==> config.mk <==
export PLATFORM = sky130hd
export DESIGN_NAME = fdmd_top
export DESIGN_NICKNAME = d
export VERILOG_FILES = /design/src/fdmd_pkg.sv /design/src/fdmd_decode.sv /design/src/fdmd_top.sv
export SDC_FILE = /design/constraint.sdc
export NUM_CORES = 1
export LEC_CHECK = 0
export BUFFER_PORTS_ARGS = -buffer_cell sky130_fd_sc_hd__buf_2
export CORE_MARGIN = 2
export CORE_UTILIZATION = 37
export DETAILED_ROUTE_END_ITERATION = 10
export PLACE_DENSITY = 0.75
export SYNTH_ARGS = -nofsm -noshare
export SYNTH_HDL_FRONTEND = slang
export SYNTH_SLANG_ARGS = --single-unit
export TNS_END_PERCENT = 20
==> constraint.sdc <==
create_clock -name pclk -period 1.3 [get_ports pclk]
set_clock_uncertainty 0.2 [all_clocks]
set_input_delay 0.065 -clock pclk [delete_from_list [all_inputs] [get_ports pclk]]
set_output_delay 0.065 -clock pclk [all_outputs]
set_load 0.01 [all_outputs]
==> src/fdmd_pkg.sv <==
package fdmd_pkg;
  localparam int unsigned fdmd_addr_w = 12;
  localparam logic [11:0] fdmd_off_ctrl = 12'h000;
  localparam logic [11:0] fdmd_off_status = 12'h004;
  localparam int fdmd_ctrl_mode_lsb = 0;
  localparam int fdmd_ctrl_force_bit = 2;
  localparam int fdmd_ctrl_ov_lsb = 4;
  localparam int fdmd_st_conv_lsb = 0;
  localparam int fdmd_st_led_lsb = 4;
  localparam int fdmd_st_stage_bit = 8;
  localparam int fdmd_st_batt_bit = 9;
  localparam int fdmd_st_sinks_bit = 10;
  localparam int fdmd_st_ov_lsb = 12;
  localparam logic [1:0] fdmd_mode_rst = 2'h0;
  localparam logic [3:0] fdmd_ov_rst = 4'h0;
  localparam logic [1:0] fdmd_mode_off = 2'h0;
  localparam logic [1:0] fdmd_mode_dcl = 2'h1;
  localparam logic [1:0] fdmd_mode_flash = 2'h2;
  localparam logic [1:0] fdmd_mode_volt = 2'h3;

  typedef enum logic [1:0] {
    fdmd_conv_shutdown = 2'b00,
    fdmd_conv_current = 2'b01,
    fdmd_conv_voltage = 2'b10
  } fdmd_conv_e;

  typedef enum logic [1:0] {
    fdmd_led_off = 2'b00,
    fdmd_led_dc = 2'b01,
    fdmd_led_flash = 2'b10
  } fdmd_led_e;

  typedef struct packed {
    logic [1:0] mode;
    logic voltage_mode_force;
    logic [3:0] output_voltage_code;
    logic high_current_select;
    logic strobe;
  } fdmd_req_s;

  typedef struct packed {
    fdmd_conv_e conv;
    fdmd_led_e led;
    logic stage_on;
    logic battery_path;
    logic low_side_sinks;
    logic [3:0] output_voltage_code;
  } fdmd_dec_s;
endpackage : fdmd_pkg

==> src/fdmd_decode.sv <==
`timescale 1ns/1ps
module fdmd_decode
  import fdmd_pkg::*;
(
  input fdmd_pkg::fdmd_req_s req,
  output fdmd_pkg::fdmd_dec_s dec
);
  import fdmd_pkg::*;

  always_comb
  begin
    dec = '0;
    dec.output_voltage_code = req.output_voltage_code;
    case ({req.mode, req.voltage_mode_force})
      {fdmd_mode_off, 1'b0}:
      begin
        dec.conv = fdmd_conv_shutdown;
        dec.led = fdmd_led_off;
      end
      {fdmd_mode_dcl, 1'b0}:
      begin
        dec.conv = fdmd_conv_current;
        dec.led = fdmd_led_dc;
        dec.battery_path = 1'b1;
        dec.stage_on = 1'b1;
      end
      {fdmd_mode_flash, 1'b0}:
      begin
        dec.conv = fdmd_conv_current;
        dec.led = fdmd_led_flash;
        dec.battery_path = 1'b1;
        dec.stage_on = !(req.high_current_select && req.strobe);
      end
      {fdmd_mode_dcl, 1'b1}:
      begin
        dec.conv = fdmd_conv_voltage;
        dec.led = fdmd_led_dc;
        dec.stage_on = 1'b1;
        dec.battery_path = 1'b1;
        dec.low_side_sinks = 1'b1;
      end
      {fdmd_mode_flash, 1'b1}:
      begin
        dec.conv = fdmd_conv_voltage;
        dec.led = fdmd_led_flash;
        dec.low_side_sinks = 1'b1;
        dec.battery_path = !req.high_current_select;
        dec.stage_on = req.high_current_select;
      end
      default:
      begin
        dec.conv = fdmd_conv_voltage;
        dec.led = fdmd_led_off;
        dec.stage_on = 1'b1;
      end
    endcase
  end
endmodule : fdmd_decode

==> src/fdmd_top.sv <==
// Summary of operation
// - Mode 00 without forcing: converter shut down, load disconnected from battery.
// - Mode 01 without forcing: DC light, current regulation, battery feeds output.
// - Mode 10 without forcing: current regulation, LEDs armed for flash, battery feeds output.
// - Flash-ready current mode with high current: stage off during strobe.
// - Mode 11, or 00/11 forced: LEDs off, regulate voltage from code.
// - Mode 01 forced: voltage regulation plus DC light through low-side sinks.
// - Mode 10 forced: voltage regulation, LEDs armed for flash via sinks.
// - Forced flash-ready: battery direct if high current low, else stage runs.
//
// The APB interface to the registers and the placing of the registers were decided locally.
`timescale 1ns/1ps
module fdmd_top
  import fdmd_pkg::*;
(
  input wire logic pclk,
  input wire logic presetn,
  input wire logic psel,
  input wire logic penable,
  input wire logic pwrite,
  input wire logic [fdmd_pkg::fdmd_addr_w-1:0] paddr,
  input wire logic [31:0] pwdata,
  input wire logic [3:0] pstrb,
  output logic [31:0] prdata,
  output logic pready,
  output logic pslverr,
  input wire logic high_current_select,
  input wire logic strobe,
  output fdmd_pkg::fdmd_conv_e conv_state,
  output fdmd_pkg::fdmd_led_e led_state,
  output logic stage_on,
  output logic battery_path,
  output logic low_side_sinks,
  output logic [3:0] output_voltage_code
);
  import fdmd_pkg::*;

  logic [1:0] mode;
  logic voltage_mode_force;
  logic [3:0] ov_code;
  logic hc_meta;
  logic hc_sync;
  logic st_meta;
  logic st_sync;
  fdmd_req_s req;
  fdmd_dec_s dec;
  logic access;
  logic done;
  logic [31:0] status_word;
  logic [31:0] ctrl_word;

  function automatic logic is_ctrl(input logic [fdmd_addr_w-1:0] a);
    is_ctrl = (a == fdmd_off_ctrl);
  endfunction : is_ctrl

  function automatic logic is_status(input logic [fdmd_addr_w-1:0] a);
    is_status = (a == fdmd_off_status);
  endfunction : is_status

  function automatic logic mapped(input logic [fdmd_addr_w-1:0] a);
    mapped = is_ctrl(a) || is_status(a);
  endfunction : mapped

  assign access = psel && penable && !pready;

  // A write lands only on the completing edge, so a stalled transfer never changes the mode early.
  assign done = psel && penable && pready;

  // Pins cross into pclk through two flops before anything decodes them.
  always_ff @(posedge pclk or negedge presetn)
  begin
    if (!presetn)
    begin
      hc_meta <= 1'b0;
      hc_sync <= 1'b0;
    end
    else
    begin
      hc_meta <= high_current_select;
      hc_sync <= hc_meta;
    end
  end

  always_ff @(posedge pclk or negedge presetn)
  begin
    if (!presetn)
    begin
      st_meta <= 1'b0;
      st_sync <= 1'b0;
    end
    else
    begin
      st_meta <= strobe;
      st_sync <= st_meta;
    end
  end

  always_ff @(posedge pclk or negedge presetn)
  begin
    if (!presetn)
    begin
      mode <= fdmd_mode_rst;
      voltage_mode_force <= 1'b0;
      ov_code <= fdmd_ov_rst;
    end
    else if (done && pwrite && is_ctrl(paddr) && pstrb[0])
    begin
      mode <= pwdata[fdmd_ctrl_mode_lsb +: 2];
      voltage_mode_force <= pwdata[fdmd_ctrl_force_bit];
      ov_code <= pwdata[fdmd_ctrl_ov_lsb +: 4];
    end
  end

  always_comb
  begin
    req = '0;
    req.mode = mode;
    req.voltage_mode_force = voltage_mode_force;
    req.output_voltage_code = ov_code;
    req.high_current_select = hc_sync;
    req.strobe = st_sync;
  end

  fdmd_decode u_decode (
    .req(req),
    .dec(dec)
  );

  // Outputs are re-registered every cycle, so any input change takes effect without a command.
  always_ff @(posedge pclk or negedge presetn)
  begin
    if (!presetn)
    begin
      conv_state <= fdmd_conv_shutdown;
      led_state <= fdmd_led_off;
      stage_on <= 1'b0;
      battery_path <= 1'b0;
      low_side_sinks <= 1'b0;
      output_voltage_code <= fdmd_ov_rst;
    end
    else
    begin
      conv_state <= dec.conv;
      led_state <= dec.led;
      stage_on <= dec.stage_on;
      battery_path <= dec.battery_path;
      low_side_sinks <= dec.low_side_sinks;
      output_voltage_code <= dec.output_voltage_code;
    end
  end

  always_comb
  begin
    status_word = '0;
    status_word[fdmd_st_conv_lsb +: 2] = conv_state;
    status_word[fdmd_st_led_lsb +: 2] = led_state;
    status_word[fdmd_st_stage_bit] = stage_on;
    status_word[fdmd_st_batt_bit] = battery_path;
    status_word[fdmd_st_sinks_bit] = low_side_sinks;
    status_word[fdmd_st_ov_lsb +: 4] = output_voltage_code;
  end

  always_comb
  begin
    ctrl_word = '0;
    ctrl_word[fdmd_ctrl_mode_lsb +: 2] = mode;
    ctrl_word[fdmd_ctrl_force_bit] = voltage_mode_force;
    ctrl_word[fdmd_ctrl_ov_lsb +: 4] = ov_code;
  end

  // One wait state keeps the read data registered; the answer comes on the second access edge.
  always_ff @(posedge pclk or negedge presetn)
  begin
    if (!presetn)
    begin
      pready <= 1'b0;
    end
    else
    begin
      pready <= access;
    end
  end

  // Unmapped addresses answer with an error and never write anything.
  always_ff @(posedge pclk or negedge presetn)
  begin
    if (!presetn)
    begin
      pslverr <= 1'b0;
    end
    else
    begin
      pslverr <= access && !mapped(paddr);
    end
  end

  always_ff @(posedge pclk or negedge presetn)
  begin
    if (!presetn)
    begin
      prdata <= '0;
    end
    else if (access && !pwrite && is_ctrl(paddr))
    begin
      prdata <= ctrl_word;
    end
    else if (access && !pwrite && is_status(paddr))
    begin
      prdata <= status_word;
    end
    else
    begin
      prdata <= '0;
    end
  end

  // Field positions live in the package; a layout that pushes either ov field or the sinks bit off the word is refused.
  if (fdmd_ctrl_ov_lsb + 4 > 32 || fdmd_st_ov_lsb + 4 > 32 || fdmd_st_sinks_bit > 31)
  begin : g_field_check
    $error("A register field lies outside the 32-bit data word.");
  end

  // Both registers must be distinct aligned words.
  if (fdmd_off_ctrl[1:0] != 2'h0 || fdmd_off_status[1:0] != 2'h0 || fdmd_off_ctrl == fdmd_off_status)
  begin : g_map_check
    $error("Register offsets must be distinct word addresses.");
  end

  // The address decode compares against twelve-bit offsets.
  if (fdmd_addr_w != 12)
  begin : g_addr_check
    $error("Address width must match the twelve-bit register offsets.");
  end
endmodule : fdmd_top

; ---- Yosys cells after proc, flatten, opt, wreduce, memory -nomap -nowiden
; Index checks and enable logic that the tools add are counted.
[word_totals]
elab_cells = 48
reg_bits = 56
input_bits = 55
[op_classes]
eq_ne = 5
n_reduce_logical = 21
mux = 6
[ops]
columns = cell, count
row1 = 32-bit two-way mux, 1
row2 = 4-bit one-hot mux with 5 select lines, 1
row3 = 16-bit two-way mux, 1
row4 = 12-bit by 3-bit == test with 1-bit output (second input constant), 1
row5 = 12-bit zero test, 1
row6 = 1-bit logical AND, 11
row7 = 3-bit by 2-bit == test with 1-bit output (second input constant), 2
row8 = 3-bit == test (second input constant), 2
row9 = 1-bit zero test, 5
row10 = 3-bit zero test, 1
row11 = 1-bit one-hot mux with 3 select lines, 1
row12 = 3-bit OR reduction, 1
row13 = 1-bit one-hot mux with 2 select lines, 1
row14 = 2-bit OR reduction, 1
row15 = 1-bit logical OR, 1
row16 = 1-bit two-way mux, 1

; ---- Longest topological paths before layout
; Gate-level depths: netlist (run 1).
[depth]
depth_word = 6
ltp_mapped = 5
depth_no_buf = 4

; ---- Modules after synthesis
; Synthesis (run 1) repeated with hierarchy kept, for this count alone.
[hier_totals]
cells_unflattened = 115
area_unflattened_um2 = 1556.5
[modules_own_cells]
columns = mod, cells_per_inst, area_per_inst_um2, instances
row1 = fdmd_top, 99, 1446.4, 1
row2 = fdmd_decode, 16, 110.1, 1

; ---- Worst setup path before layout (run 1)
; Ideal clock, no wire load.
[synth_path]
kind = input -> register
start = in paddr[5] (netlist name)
end = reg mode[0]
slack_ns = -0.223
arrival_time_ns = 1.198
stages = 4
path_cell_list = or4_4 > nor2_4 > nand3_4 > mux2_4
[synth_via]
elab_chain_cells = 3
[synth_lines]
columns = element, line_no
row1 = from (decl), fdmd_top.sv:21  ; input wire logic [fdmd_pkg::fdmd_addr_w-1:0] paddr,
row2 = 12-bit zero test, fdmd_top.sv:53  ; is_ctrl = (a == fdmd_off_ctrl);
row3 = 1-bit logical AND (2 in a row), fdmd_top.sv:106  ; else if (done && pwrite && is_ctrl(paddr) && pstrb[0])
row4 = to (signal assigned), fdmd_top.sv:102  ; mode <= fdmd_mode_rst;
row5 = to (signal assigned), fdmd_top.sv:108  ; mode <= pwdata[fdmd_ctrl_mode_lsb +: 2];
row6 = to (decl), fdmd_top.sv:38  ; logic [1:0] mode;
; No other way between the ends.
; A chain may end at the register's enable or synchronous reset.

; ---- Final worst setup path (run 1)
[layout_path]
start = reg pready
end = reg ov_code[3]
[layout_via]
elab_chain_cells = 4
[layout_lines]
columns = element, line_no
row1 = from (decl), fdmd_top.sv:25  ; output logic pready,
row2 = from (signal assigned), fdmd_top.sv:180  ; pready <= access;
row3 = 1-bit logical AND, fdmd_top.sv:67  ; assign done = psel && penable && pready;
row4 = 1-bit logical AND (3 in a row), fdmd_top.sv:106
row5 = to (signal assigned), fdmd_top.sv:104  ; ov_code <= fdmd_ov_rst;
row6 = to (signal assigned), fdmd_top.sv:110  ; ov_code <= pwdata[fdmd_ctrl_ov_lsb +: 4];
row7 = to (decl), fdmd_top.sv:40  ; logic [3:0] ov_code;
; No other way between the ends.

==> results of run 1 <==
==> sequential cells by signal, indices dropped and copies added (netlist names) <==
signal               flops
st_meta                  1
battery_path             1
stage_on                 1
mode                     2
pready                   1
pslverr                  1
ov_code                  4
prdata                  14
voltage_mode_force       1
hc_sync                  1
hc_meta                  1
led_state                2
conv_state               2
st_sync                  1
output_voltage_code      4
low_side_sinks           1
==> cells in the mapped netlist, types with 2 or more instances <==
cell	n	area share [%]
dfrtp_1	38	63
buf_4	18	8.9
and2_1	10	4.1
nor2_1	9	2.2
mux2_4	7	6.9
mux2i_1	4	2.6
nand2_1	4	0.99
nor2b_1	4	1.7
a21o_1	2	0.99
or4_4	2	1.5
==> critical path, stage by stage (launching register included) <==
cell,delay (ps)
dfrtp_1,370
nand4b_1,110
nor2_2,160
nand3_4,180
mux2_4,340
==> worst paths after layout <==
kind / from / end / depth (start not counted)
worst max-delay path: pready / ov_code[3] / 4
worst min-delay path: paddr[2] / prdata[4] / 4
worst max register to register: pready / ov_code[3] / 4
worst min register to register: st_meta / st_sync / 0
max in group asynchronous: presetn / hc_meta / 3
min in group asynchronous: presetn / prdata[6] / 3
==> stage by stage <==
| step | utilization, % | total power, mW | worst slack (ps) | cell area (sq um) |
|---|---|---|---|---|
| floorplan | - | 1.30 | -223 | 1580 |
| global placement | 45.8 | 1.34 | -390 | 1820 |
| detailed placement | 45.8 | 1.35 | -405 | 1820 |
| CTS | 51.7 | 2.36 | -201 | 2050 |
| global route | 51.7 | 2.43 | -235 | 2050 |
| finish | 51.7 | 2.34 | -173 | 2050 |
==> area by class of cell <==
type	count	area, sq um
Fill cell	351	1920
Sequential cell	38	951
Multi-Input combinational cell	72	493
Timing Repair Buffer	70	433
Clock buffer	5	68.8
Tap cell	50	62.6
Clock inverter	3	45.0
==> report_power, final <==
part,leakage [nW],switching [mW],internal [mW]
registers,0.520,0.00426,1.19
logic,0.581,0.0810,0.0747
clock network,0.0504,0.414,0.570
total,1.15,0.499,1.84
==> routing by layer <==
layer / vias to the layer above / wire length [microns] / track usage [%]
li1: 481 / - / -
met1: 481 / 1100 / 13.1
met2: 55 / 1400 / 23.5
met3: 7 / 267 / 4.11
met4: 0 / 56 / 6.75
met5: - / 0 / 0
==> cells by family after synthesis <==
family          synth area share (%)
flops                           62.8
simple gates                    15.9
buf+inv                         9.17
mux                             9.58
compound gates                  2.31
other cells                    0.247
==> layout by cell type, fill, tap and decap left out, drive strengths merged, types with 4 or more instances in the layout <==
cell and instances:
and2 10, buf 59, clkbuf 5, conb 18
dfrtp 38, dlygate4sd3 11, mux2 7, mux2i 4
nand2 4, nor2 10, nor2b 4
==> what timing repair did <==
| item | 4_1_cts | 5_1_grt |
|---|---|---|
| pin swaps | 3 | 2 |
| resized for setup | 2 | 0 |
| setup endpoints to repair | 21 | 21 |
| hold endpoints to repair | 49 | 0 |
| hold buffers | 11 | 0 |
| buffers inserted | 1 | 0 |
| cloned | 0 | 0 |
==> reports/results.ini, run 1 <==
[route]
drc = 0
via_per_inst = 4.30
via_count = 1024
routed_wl_mm = 2.83
initialDrtViolationCount = 37
drtAntennaViolNets = 0
first_pass_iters = 4
wl_per_cell_microns = 11.9

[timing]
hold_viol = 0
rsz0062_at_grt = true
worst_slack_ps = -173
clock.fmax_mhz = 679
setup-tns-final_ps = -2400
setup_viol = 21
final.min_clock_period_ps = 1470
timing.hold.ws_ps = 7.16
finalCritPeriodShare_pct = 113
drv_slew = 0

[worst_setup_path]
rrSetupSlack_ps = -170
cp.required_ps = 1280
cp-start-kind = flip-flop
arrival_ps = 1450
crit_fanout = 7
cp-end-kind = flip-flop
crit_type = reg2reg

[power_and_ir_drop]
p_leak_nw = 1.15
p_per_area_nw_per_um2 = 1140
ir_worst_vdd_mv = 0.520

[finish]
instances_no_fill = 238
num_antenna_cells = 0
drive_gt1_share_pct = 43.1
layout.nets = 242
syn_to_final_growth_pct = 35.5

[floorplan]
initial_core_util_pct = 38.2
coreArea_sq_um = 3970
dieArea_sq_um = 4620
pin_count = 100
chipHeight_microns = 68.0
rows = 23
die_width_microns = 68.0

[grt]
first_global_vias = 952
grt_max_degree = 39
grt_pass1_wl_mm = 4.22
track_usage_pct = 12.9
overflow = 0
antenna_found_initial = 0

[synthesis]
syn_area_per_cell_sq_um = 13.5
async_flop_share_pct = 100
synth_sequential_area_ratio_pct = 62.8
ys_ff_latch = 38
synth_top_flop_cell = dfrtp_1
yosys_warnings = 0
syn_inst = 112
synth.distinct_cells = 24
synth_edf_count = 0
synth.cell_area_sq_um = 1520

[clocking]
clockBufferDepth = 2
cts_made_buffers = 5
cts.clk_slew.worst_paths_ps = 80
htreeDepth = 2
cts-root-buf = clkbuf_8
clkSinkCount = 38
cts_tree = yes
insertion_delay_ps = 290

[placed_design]
io_buffers = 53
gp_congestion = 0.746
dp.cells = 218
dp_hpwl_mm = 2.09

[run_status]
status = finished with violations
violations = negative setup slack

[hold_path]
hp-class = in2reg

[flow_run]
maxCapViolCount = 0

No activity file was read; power rests on OpenSTA's default activity.
==> run 2: changes to the inputs <==
- CELL_PAD_IN_SITES_DETAIL_PLACEMENT: not set -> 1
- CELL_PAD_IN_SITES_GLOBAL_PLACEMENT: not set -> 2
- CORE_UTILIZATION: 37 -> 22
- PLACE_DENSITY: 0.75 -> not set
- PLACE_DENSITY_LB_ADDON: not set -> 0.1
==> run 2 against run 1 <==
Against the previous run: the run still ends with negative setup slack left; final cell count increased by 13%; sequential power about the same; die area increased by 64%; worst hold slack improved by 2.2 ps; combinational power increased by 3%; first-iteration DRC count decreased by 57%; worst setup slack got worse by 5.4 ps; total power decreased by 1.0%; critical path type unchanged; critical endpoint is now ov_code[2].
==> reports/results.ini, run 2 (synthesis results as in run 1) <==
[flow_run]
maxCapViolCount = 0  ; unchanged

[clocking]
htreeDepth = 2  ; unchanged
clockBufferDepth = 2  ; unchanged
cts.clk_slew.worst_paths_ps = 70  ; about the same
cts_tree = yes
cts-root-buf = clkbuf_8
insertion_delay_ps = 280  ; about the same
cts_made_buffers = 5  ; unchanged
clkSinkCount = 38  ; unchanged
post_cts_buffers = 0  ; -1

[finish]
reg_top3 = prdata (14), output_voltage_code (4), ov_code (4)
final_common_cell = buf_2
largest_reg_flops = 14  ; unchanged
final_cell_mix = buf_2 (53), dfrtp_1 (38), conb_1 (18), dlygate4sd3_1 (11), and2_1 (9)
drive_gt1_share_pct = 45.0  ; +1.9 points
layout.nets = 243  ; +0.41%
fin_util_pct = 31.4  ; -20 points
top_register = prdata
num_antenna_cells = 0  ; unchanged
syn_to_final_growth_pct = 39.2
stdcell_area_sq_um = 2110  ; +2.7%

[hold_path]
hp-class = in2reg
hp-start = paddr[4]

[timing]
clock.fmax_mhz = 677  ; -0.37%
rsz0062_at_grt = true
setup_viol = 18  ; -14%
final.min_clock_period_ps = 1480  ; +5.40 ps
hold_viol = 0  ; unchanged
timing.hold.ws_ps = 9.38  ; +2.22 ps
drv_slew = 0  ; unchanged
finalCritPeriodShare_pct = 114  ; +0.42 points
worst_slack_ps = -178  ; -5.40 ps

[placed_design]
dpl-instance-area_sq_um = 1870  ; +2.9%
gp_congestion = 0.664  ; -11%
io_buffers = 53  ; unchanged
dp_hpwl_mm = 2.68  ; +28%
dp_slack_ps = -417  ; -11.5 ps

[worst_setup_path]
cp-start-kind = flip-flop
cpMaxStageDelayCell = dfrtp_1
slowest_delay_ps = 380  ; about the same
path_cells = nand4b_1, nor2_2, nand3_4, mux2_4
r2r_start = pready
crit_fanout = 7  ; unchanged
crit_type = reg2reg
cp.required_ps = 1260  ; -20 ps
cp-end-kind = flip-flop
crit_path_start = pready
arrival_ps = 1440  ; about the same

[power_and_ir_drop]
ir_worst_vdd_mv = 0.381  ; -27%
internal_power_mw = 1.84  ; +0.26%
power_frac_seq_pct = 51.7  ; +0.5 points
switching_share_pct = 20.4  ; -1.0 points
p_per_area_nw_per_um2 = 1100  ; -3.6%
p_comb_share_pct = 7.0  ; +0.3 points
p_total_mw = 2.31  ; -1.0%
p_sw_mw = 0.471  ; -5.7%
clkPwrFrac_pct = 41.3  ; -0.8 points
p_leak_nw = 1.16  ; +0.97%

[floorplan]
chipHeight_microns = 87.0  ; +28%
initial_core_util_pct = 22.6  ; -16 points
pin_count = 100  ; unchanged
dieArea_sq_um = 7570  ; +64%
rows = 30  ; +30%
coreArea_sq_um = 6720  ; +69%
die_width_microns = 87.0  ; +28%

[grt]
first_global_vias = 1115  ; +17%
antenna_found_initial = 0  ; unchanged
track_usage_pct = 9.81  ; -3.1 points
grt_pass1_wl_mm = 5.56  ; +32%
overflow = 0  ; unchanged
grt_max_degree = 39  ; unchanged

[route]
drc = 0  ; unchanged
initialDrtViolationCount = 16  ; -57%
wl_per_cell_microns = 12.7  ; +6.9%
drtAntennaViolNets = 0  ; unchanged
via_per_inst = 3.87  ; -10%
via_count = 1041  ; +1.7%
routed_wl_mm = 3.42  ; +21%
first_pass_iters = 4  ; unchanged

[run_status]
violations = negative setup slack
status = finished with violations

-- run 2: changes by cell type in the layout (fill, tap and decap cells not counted), sizes merged --
| cell | before | now |
|---|---|---|
| buf | 59 | 60 |
| clkinvlp | 2 | 0 |
| clkbuf | 5 | 7 |
-- run 2: path summary, 6_finish.rpt --
check                             end  slack, ps  depth (start not counted)
max                        ov_code[2]       -180                          4
min                         prdata[4]          9                          5
max reg2reg                ov_code[2]       -180                          4
min reg2reg                   st_sync        150                          0
max in group asynchronous     pslverr        630                          3
min in group asynchronous   prdata[7]         80                          3
-- run 2: repair_timing --
action / CTS / global route
resized for setup: 2 / 6
endpoints found under the hold margin: 48 / 0
pin swaps: 1 / 8
setup endpoints to repair: 21 / 22
hold buffers: 11 / 0
-- run 2: power by group through the flow --
stage                     clock [mW]  sequential (mW)  combinational, mW
after CTS                      0.995             1.20              0.163
after global placement             0             1.22              0.134
after global routing            1.07             1.20              0.180
after detailed placement           0             1.22              0.136
after floorplan                    0             1.22             0.0822
final                          0.955             1.20              0.161
-- run 2: through the flow --
step / instances / TNS [ps]
3_3_place_gp: 250 / -7120
2_1_floorplan: 129 / -2470
4_1_cts: 269 / -3090
6_report: 269 / -1610
5_1_grt: 269 / -3140
3_5_place_dp: 250 / -7800
-- run 2: routing by layer --
layer  global-route usage, %  part of all wire, %  up-vias
met2                    16.1                   48       48
met5                       0                    0        -
met4                    2.98                  1.6        0
li1                        -                    -      485
met3                    3.51                  7.6        5
met1                    12.0                   43      503
-- run 2: layout make-up --
class / instances / area (sq um)
Sequential cell: 38 / 951
Tap cell: 80 / 100
Clock inverter: 1 / 30.0
Fill cell: 743 / 4610
Timing Repair Buffer: 71 / 440
Multi-Input combinational cell: 72 / 512
Clock buffer: 7 / 76.3
-- run 2: worst max-delay path: cells and delay by family (launching register included) --
family,cells,cell delay (ps)
DFF,1,380
muxes,1,340
and+or+nand+nor,3,440
